[src/rtl/sfp_pkg.sv]
/*
 Package for the serial flash pin front end: sync bit positions, state and
 lane-mode codes, status layout, reset values and the lane width decode.
 Assumes one 100 MHz system clock that oversamples every pin.
*/
`default_nettype none
package sfp_pkg;
   // ----------------------------------------
   // synchroniser bit positions
   // ----------------------------------------
   localparam int SYNC_W = 7;
   localparam int SY_SCLK = 0;
   localparam int SY_CS = 1;
   localparam int SY_LANE0 = 2; // lanes 0..3 at 2..5
   localparam int SY_RSTPIN = 6;
   // cs bit resets low so a select held at power-up is never seen as a fall
   localparam logic [6:0] SYNC_RST = 7'h7D;

   // ----------------------------------------
   // status bit layout
   // ----------------------------------------
   localparam int SR_LOCK = 5;
   localparam int SR_QE = 4;
   localparam logic [5:0] SR_RST = 6'h00;

   // ----------------------------------------
   // lane modes, states and counts
   // ----------------------------------------
   localparam logic [1:0] MODE_SINGLE = 2'h0;
   localparam logic [1:0] MODE_DUAL = 2'h1;
   localparam logic [1:0] MODE_QUAD = 2'h2;
   localparam logic [3:0] BITS_PER_BYTE = 4'h8;
   localparam logic [3:0] OE_ALL_OFF = 4'hF;
   localparam logic [3:0] OE_QUAD = 4'h0;
   localparam logic [3:0] OE_DUAL = 4'hC;
   localparam logic [3:0] OE_SINGLE = 4'hD;

   typedef enum logic [3:0] {
      ST_IDLE = 4'h1,
      ST_ACT = 4'h2,
      ST_PAUSE = 4'h4,
      ST_RESET = 4'h8
   } sfp_state_t;

   typedef struct packed {
      logic [6:0] meta;
      logic [6:0] sync;
      logic sclk_d;
      logic cs_d;
      sfp_state_t st;
      logic [7:0] rx_sh;
      logic [3:0] rx_cnt;
      logic [7:0] rx_byte;
      logic rx_valid;
      logic [7:0] tx_sh;
      logic [3:0] tx_cnt;
      logic tx_take;
      logic [3:0] lane_o;
      logic [3:0] lane_oe_n;
      logic [5:0] sr;
      logic sr_blocked;
   } sfp_reg_t;

   // sclk delay resets high like its sync bit, so leaving reset makes no false edge
   localparam sfp_reg_t SFP_REG_RST = '{meta: SYNC_RST, sync: SYNC_RST, sclk_d: 1'b1, cs_d: 1'b0,
      st: ST_IDLE, rx_sh: 8'h00, rx_cnt: 4'h0, rx_byte: 8'h00, rx_valid: 1'b0, tx_sh: 8'h00,
      tx_cnt: 4'h0, tx_take: 1'b0, lane_o: 4'h0, lane_oe_n: OE_ALL_OFF, sr: SR_RST, sr_blocked: 1'b0};

   // bits moved per clock edge; quad needs the quad enable bit
   function automatic logic [3:0] sfp_width(input logic [1:0] mode, input logic qe);
      logic [3:0] w;
      w = 4'h1;
      if (mode == MODE_DUAL)
         w = 4'h2;
      else if (mode == MODE_QUAD && qe)
         w = 4'h4;
      return w;
   endfunction
endpackage
`default_nettype wire

[src/rtl/sfp_frontend.sv]
/*
 Pin front end of a multi-lane serial flash: select, shift, pause, reset and
 status write protection. Assumes every pin input is asynchronous to clk and
 that the serial clock runs well below a quarter of clk.
*/
`timescale 1ns/1ns
`default_nettype none
module sfp_frontend
   import sfp_pkg::*;
(
   input wire logic clk,
   input wire logic rst,
   input wire logic sclk,
   input wire logic chip_select_n,
   input wire logic [3:0] data_lane_i,
   input wire logic reset_pin_n,
   input wire logic [1:0] lane_mode,
   input wire logic out_phase,
   input wire logic [7:0] tx_byte,
   input wire logic sr_wr,
   input wire logic [5:0] sr_wr_data,
   input wire logic pause_or_reset_select,
   input wire logic ded_reset_en,
   output logic [3:0] data_lane_o,
   output logic [3:0] data_lane_oe_n,
   output logic selected,
   output logic paused,
   output logic in_reset,
   output logic [7:0] rx_byte,
   output logic rx_valid,
   output logic tx_take,
   output logic status_lock_enable,
   output logic quad_enable_bit,
   output logic [3:0] block_protect,
   output logic sr_wr_blocked
);
   sfp_reg_t r_r;
   sfp_reg_t r_nxt;

   // ----------------------------------------
   // decoded pin functions
   // ----------------------------------------
   logic sclk_s, cs_s, protect_pin_n, pause_pin_n, rst_pin_s;
   logic rise, fall, cs_fall, lane3_pause, lane3_reset, pause_req, reset_req, wp_active;
   logic [3:0] w;
   logic [4:0] rx_sum, tx_sum;
   logic [7:0] tx_cur;

   always_comb begin
      sclk_s = r_r.sync[SY_SCLK];
      cs_s = r_r.sync[SY_CS];
      protect_pin_n = r_r.sync[SY_LANE0 + 2];
      pause_pin_n = r_r.sync[SY_LANE0 + 3];
      rst_pin_s = r_r.sync[SY_RSTPIN];
      // edges only, so idle level of mode 0 or 3 is irrelevant
      rise = sclk_s & ~r_r.sclk_d;
      fall = ~sclk_s & r_r.sclk_d;
      cs_fall = r_r.cs_d & ~cs_s;
      // lane 3 function: data only under quad enable
      lane3_pause = ~r_r.sr[SR_QE] & (ded_reset_en | ~pause_or_reset_select);
      lane3_reset = ~r_r.sr[SR_QE] & ~ded_reset_en & pause_or_reset_select;
      pause_req = lane3_pause & ~pause_pin_n;
      reset_req = (ded_reset_en & ~rst_pin_s) | (lane3_reset & ~pause_pin_n);
      wp_active = ~r_r.sr[SR_QE] & r_r.sr[SR_LOCK] & ~protect_pin_n;
      w = sfp_width(lane_mode, r_r.sr[SR_QE]);
      rx_sum = {1'b0, r_r.rx_cnt} + {1'b0, w};
      tx_sum = {1'b0, r_r.tx_cnt} + {1'b0, w};
      tx_cur = (r_r.tx_cnt == 4'h0) ? tx_byte : r_r.tx_sh;
   end

   // ----------------------------------------
   // next state
   // ----------------------------------------
   always_comb begin
      r_nxt = r_r;
      r_nxt.meta = {reset_pin_n, data_lane_i, chip_select_n, sclk};
      r_nxt.sync = r_r.meta;
      r_nxt.sclk_d = sclk_s;
      r_nxt.cs_d = cs_s;
      r_nxt.rx_valid = 1'b0;
      r_nxt.tx_take = 1'b0;
      r_nxt.sr_blocked = 1'b0;
      // status write, gated by lock and protect pin while quad enable is clear
      if (sr_wr) begin
         if (wp_active)
            r_nxt.sr_blocked = 1'b1;
         else
            r_nxt.sr = sr_wr_data;
      end
      case (r_r.st)
         ST_IDLE: begin
            r_nxt.lane_oe_n = OE_ALL_OFF;
            r_nxt.rx_cnt = 4'h0;
            r_nxt.tx_cnt = 4'h0;
            if (reset_req)
               r_nxt.st = ST_RESET;
            else if (cs_fall)
               r_nxt.st = ST_ACT;
         end
         ST_ACT: begin
            if (reset_req) begin
               r_nxt.st = ST_RESET;
               r_nxt.lane_oe_n = OE_ALL_OFF;
            end else if (cs_s) begin
               r_nxt.st = ST_IDLE;
               r_nxt.lane_oe_n = OE_ALL_OFF;
            end else if (pause_req) begin
               r_nxt.st = ST_PAUSE;
               r_nxt.lane_oe_n = OE_ALL_OFF;
            end else begin
               // inbound bits on rising edges
               if (rise && !out_phase) begin
                  case (w)
                     4'h4: r_nxt.rx_sh = {r_r.rx_sh[3:0], r_r.sync[SY_LANE0 +: 4]};
                     4'h2: r_nxt.rx_sh = {r_r.rx_sh[5:0], r_r.sync[SY_LANE0 +: 2]};
                     default: r_nxt.rx_sh = {r_r.rx_sh[6:0], r_r.sync[SY_LANE0]};
                  endcase
                  if (rx_sum[3:0] == BITS_PER_BYTE) begin
                     r_nxt.rx_cnt = 4'h0;
                     r_nxt.rx_byte = r_nxt.rx_sh;
                     r_nxt.rx_valid = 1'b1;
                  end else begin
                     r_nxt.rx_cnt = rx_sum[3:0];
                  end
               end
               // outbound bits change on falling edges
               if (!out_phase) begin
                  r_nxt.lane_oe_n = OE_ALL_OFF;
               end else if (fall) begin
                  r_nxt.tx_take = (r_r.tx_cnt == 4'h0);
                  case (w)
                     4'h4: begin
                        r_nxt.lane_o = tx_cur[7:4];
                        r_nxt.lane_oe_n = OE_QUAD;
                     end
                     4'h2: begin
                        r_nxt.lane_o = {2'h0, tx_cur[7:6]};
                        r_nxt.lane_oe_n = OE_DUAL;
                     end
                     default: begin
                        r_nxt.lane_o = {2'h0, tx_cur[7], 1'b0};
                        r_nxt.lane_oe_n = OE_SINGLE;
                     end
                  endcase
                  r_nxt.tx_sh = tx_cur << w;
                  r_nxt.tx_cnt = (tx_sum[3:0] == BITS_PER_BYTE) ? 4'h0 : tx_sum[3:0];
               end
            end
         end
         ST_PAUSE: begin
            // shifters and counts frozen, clock edges dropped
            r_nxt.lane_oe_n = OE_ALL_OFF;
            if (reset_req)
               r_nxt.st = ST_RESET;
            else if (cs_s)
               r_nxt.st = ST_IDLE;
            else if (!pause_req)
               r_nxt.st = ST_ACT;
         end
         ST_RESET: begin
            r_nxt.lane_oe_n = OE_ALL_OFF;
            r_nxt.rx_cnt = 4'h0;
            r_nxt.tx_cnt = 4'h0;
            if (!reset_req)
               r_nxt.st = ST_IDLE;
         end
         default: begin
            r_nxt.st = ST_IDLE;
            r_nxt.lane_oe_n = OE_ALL_OFF;
         end
      endcase
   end

   // state register
   always_ff @(posedge clk or posedge rst) begin
      if (rst)
         r_r <= SFP_REG_RST;
      else
         r_r <= r_nxt;
   end

   // ----------------------------------------
   // outputs
   // ----------------------------------------
   assign data_lane_o = r_r.lane_o;
   assign data_lane_oe_n = r_r.lane_oe_n;
   assign selected = (r_r.st == ST_ACT) | (r_r.st == ST_PAUSE);
   assign paused = (r_r.st == ST_PAUSE);
   assign in_reset = (r_r.st == ST_RESET);
   assign rx_byte = r_r.rx_byte;
   assign rx_valid = r_r.rx_valid;
   assign tx_take = r_r.tx_take;
   assign status_lock_enable = r_r.sr[SR_LOCK];
   assign quad_enable_bit = r_r.sr[SR_QE];
   assign block_protect = r_r.sr[3:0];
   assign sr_wr_blocked = r_r.sr_blocked;
endmodule
`default_nettype wire

[config.mk]
export PLATFORM = sky130hd
export DESIGN_NAME = sfp_frontend
export DESIGN_NICKNAME = d
export VERILOG_FILES = /design/src/rtl/sfp_pkg.sv /design/src/rtl/sfp_frontend.sv
export SDC_FILE = /design/constraint.sdc
export NUM_CORES = 1
export LEC_CHECK = 0
export BUFFER_PORTS_ARGS = -buffer_cell sky130_fd_sc_hd__buf_4
export CORE_UTILIZATION = 33
export CTS_CLUSTER_SIZE = 12
export DETAILED_ROUTE_END_ITERATION = 12
export SLEW_MARGIN = 20
export SYNTH_ARGS = -nofsm -noshare
export SYNTH_HDL_FRONTEND = slang
export SYNTH_SLANG_ARGS = --single-unit
export TNS_END_PERCENT = 100
[constraint.sdc]
create_clock -name clk -period 2.6 [get_ports clk]
set_clock_uncertainty 0.15 [all_clocks]
set_input_delay 0 -clock clk [delete_from_list [all_inputs] [get_ports clk]]
set_output_delay 0 -clock clk [all_outputs]
set_load 0.02 [all_outputs]
==> impl_metrics.env <==
export IMPL_clkSinkCount=67
export IMPL_synth_cells=303
export IMPL_finalHoldViolCount=0
export IMPL_seq_area_frac_synth_pct=51.60
export IMPL_dieArea_mm2=0.01038
export IMPL_cpPeakStageDelay_ns=0.36
export IMPL_cts_htree_levels=3
export IMPL_dp_hpwl_um=4828
export IMPL_tightest_slew_ns=0.6464
export IMPL_grt_max_degree=41
export IMPL_portBuffers=56
export IMPL_cts_root_buffer="clkbuf_8"
export IMPL_antenna_found_initial=0
export IMPL_period_share_pct=97.12
export IMPL_cpMaxStageDelayCell="dfrtp_2"
export IMPL_path_clk_slew_ns=0.08
export IMPL_critPathBufInv=2
export IMPL_rows=36
export IMPL_worstPathMaxFanout=9
export IMPL_status="completed"
export IMPL_grt_total_usage_pct=14.28
export IMPL_die_h_um=101.9
export IMPL_setup_ws_ns=0.07487
export IMPL_clk_latency_ns=0.34
export IMPL_clock_path_buffers=2
export IMPL_maxCapViolations=0
export IMPL_fin_nets=417
export IMPL_crit_chain="nand3b_1, nand2_2, inv_4, ha_4, fa_2, xor2_1, nor3_4, nand4_1, nor2_4, buf_12, mux2_2"
export IMPL_max_freq_mhz=396.0
export IMPL_p_leak_nw=2.114
export IMPL_ant_nets=0
export IMPL_syn_cell_area_mm2=0.003291
export IMPL_grt_pass1_wl_um=11310
export IMPL_fillers=954
export IMPL_start_util_pct=33.82
export IMPL_required_ns=2.67
export IMPL_peakVddDrop_v=0.0002953
export IMPL_dr_first_iter_drc_count=89
export IMPL_via_count=2419
export IMPL_tns_ns=0
export IMPL_yosysUniqueCellTypes=49
export IMPL_synthFlopType="dfrtp_1"
export IMPL_slew_violations=0
export IMPL_total_power_mw=2.527
export IMPL_cts_buffers=9
export IMPL_pre_cts_slack_ns=0.03454
export IMPL_drive_gt1_share_pct=37.14
export IMPL_drt_pass1_iterations=4
export IMPL_io_pins=57
export IMPL_worstSetupEndpointType="flop"
export IMPL_hold_path_class="primary input to flop"
export IMPL_wire_per_inst_um=13.10
export IMPL_power_density_mw_per_mm2=582.4
export IMPL_critical_path_top_delay_family="simple AND/OR/NAND/NOR gates"
export IMPL_synth_seq_cells=67
export IMPL_num_antenna_cells=0
export IMPL_gp_congestion=0.8641
export IMPL_overflow=0
export IMPL_synth_area_per_cell_um2=10.86
export IMPL_cts_tree="yes"
export IMPL_wirelength_um=6785
export IMPL_rsz0062_at_grt="yes"
export IMPL_viasPerCell=4.670
export IMPL_core_mm2=0.009729
export IMPL_synth_nets=340
export IMPL_maxSlewHeadroom_pct=55.79
export IMPL_yosysWarnings=0
export IMPL_grt_pass1_vias=2454
export IMPL_layout_min_cycle_time_ns=2.525
export IMPL_setup_violations=0
export IMPL_die_x_um=101.9
export IMPL_cp_start_kind="flop"
export IMPL_drcViolationCount=0
export IMPL_synth_edff_count=0
export IMPL_area_growth_pct=31.83
export IMPL_path_class="flop to flop"
export IMPL_async_flop_share_pct=100.0
export IMPL_arrival_ns=2.59
export IMPL_hold_slack_ns=0.03429
## routing by layer
layer  vias to the layer above  GRT usage [%]  part of all wire [%]
met3                        13          3.625                   4.2
li1                       1187              -                     -
met2                        72          24.06                    48
met5                         -              0                     0
met1                      1147          17.82                    46
met4                         0          5.055                   1.7
## kinds of logic (layout without fill, tap and decap cells)
kind of cell	count (synthesis)	in the layout	synth area share, %
adder cells (fa/ha/maj)	8	8	3.498
flip-flops	67	67	51.60
AO/OA/AOI/OAI	40	40	8.403
XOR/XNOR	5	5	1.331
AND/OR/NAND/NOR	111	111	16.96
multiplexers	32	32	10.68
buffers and inverters	40	122	7.528
## cell usage after synthesis, types with 5 or more instances
master	number	area (µm²)
a21oi_1	7	35.03
a22oi_1	6	45.04
buf_4	21	157.7
clkbuf_1	5	18.77
dfrtp_1	50	1251
dfstp_2	17	446.7
ha_1	6	75.07
inv_1	9	33.78
mux2_2	25	281.5
mux2i_1	7	70.07
nand2_1	46	172.7
nand3_1	5	25.02
nor2_1	24	90.09
nor3_1	5	25.02
o21ai_0	5	25.02
## worst reg2reg max path, cell delays in order (launching register included)
cell and delay, ns:
dfrtp_2 0.36, nand3b_1 0.11, nand2_2 0.12, inv_4 0.04, ha_4 0.15, fa_2 0.34
xor2_1 0.21, nor3_4 0.14, nand4_1 0.16, nor2_4 0.16, buf_12 0.14, mux2_2 0.33
## area by class of cell
| type | count | area (µm²) | share of cell area (%) |
|---|---|---|---|
| sequential | 67 | 1699 | 39.17 |
| multi-input combinational | 196 | 1400 | 32.28 |
| timing repair buffer | 97 | 818.3 | 18.86 |
| tap | 133 | 166.4 | 3.836 |
| clock buffer | 10 | 127.6 | 2.942 |
| clock inverter | 6 | 90.09 | 2.077 |
| inverter | 9 | 36.28 | 0.8365 |
## cells in the final DEF, fill, tap and decap left out, types with 2 or more instances in the layout
master         netlist  layout
mux2_4               0       4
nor2b_1              4       4
and2_1               4       4
xor2_1               3       3
nand4_1              3       3
a21oi_1              7       7
clkbuf_8             0       9
a21o_1               3       3
o2111ai_1            2       2
bufinv_16            0       2
mux2_2              25      21
ha_1                 6       5
dfrtp_1             50      49
dfstp_2             17      17
or2_2                2       2
o31ai_1              4       4
a31oi_1              3       3
mux2i_1              7       7
a22oi_1              6       6
buf_4               21      69
a22o_1               2       2
nand3_1              5       5
nand2b_1             3       3
o22ai_1              2       2
dlygate4sd3_1        0      26
o21ai_0              5       5
nand3b_1             2       2
buf_12               0       2
nor2_1              24      24
nand2_1             46      45
nor3_1               5       4
inv_1                9       7
xnor2_1              2       2
and3_1               2       2
## flip-flops by register name, indices dropped and copies added (netlist names), 3 cells and up
register / flops
block_protect: 4
r_nxt: 8
r_r: 32
data_lane_o: 4
data_lane_oe_n: 3
rx_byte: 8
## per-stage QoR
stage               utilization, %  cells  instance area, µm²
CTS                          44.17    517                4298
detailed placement           39.26    475                3820
floorplan                        -    303                3334
global placement             39.26    475                3820
finish                       44.59    518                4338
global route                 44.59    518                4338
## repair_timing
action | CTS | global route
pin swaps | 1 | 4
hold endpoints to repair | 61 | 0
buffers inserted | 0 | 1
gates resized for setup | 0 | 4
hold buffers | 26 | 0
setup endpoints to repair | 2 | 9
## final timing paths
path	start	to	slack [ns]	depth (start not counted)
max	quad_enable_bit	rx_byte[7]	0.07	11
min	tx_byte[4]	r_r[25]	0.03	5
max reg2reg	quad_enable_bit	rx_byte[7]	0.07	11
min reg2reg	r_nxt[56]	cs_s	0.20	0
max in group asynchronous	rst	r_r[49]	1.47	4
min in group asynchronous	rst	r_r[43]	0.15	3
## report_power, final
group          total (mW)  switching, mW  internal [mW]
sequential           1.16         0.0519           1.11
combinational       0.424          0.219          0.205
clock               0.942          0.398          0.543
Note: power is estimated with default switching activity, not from simulation.
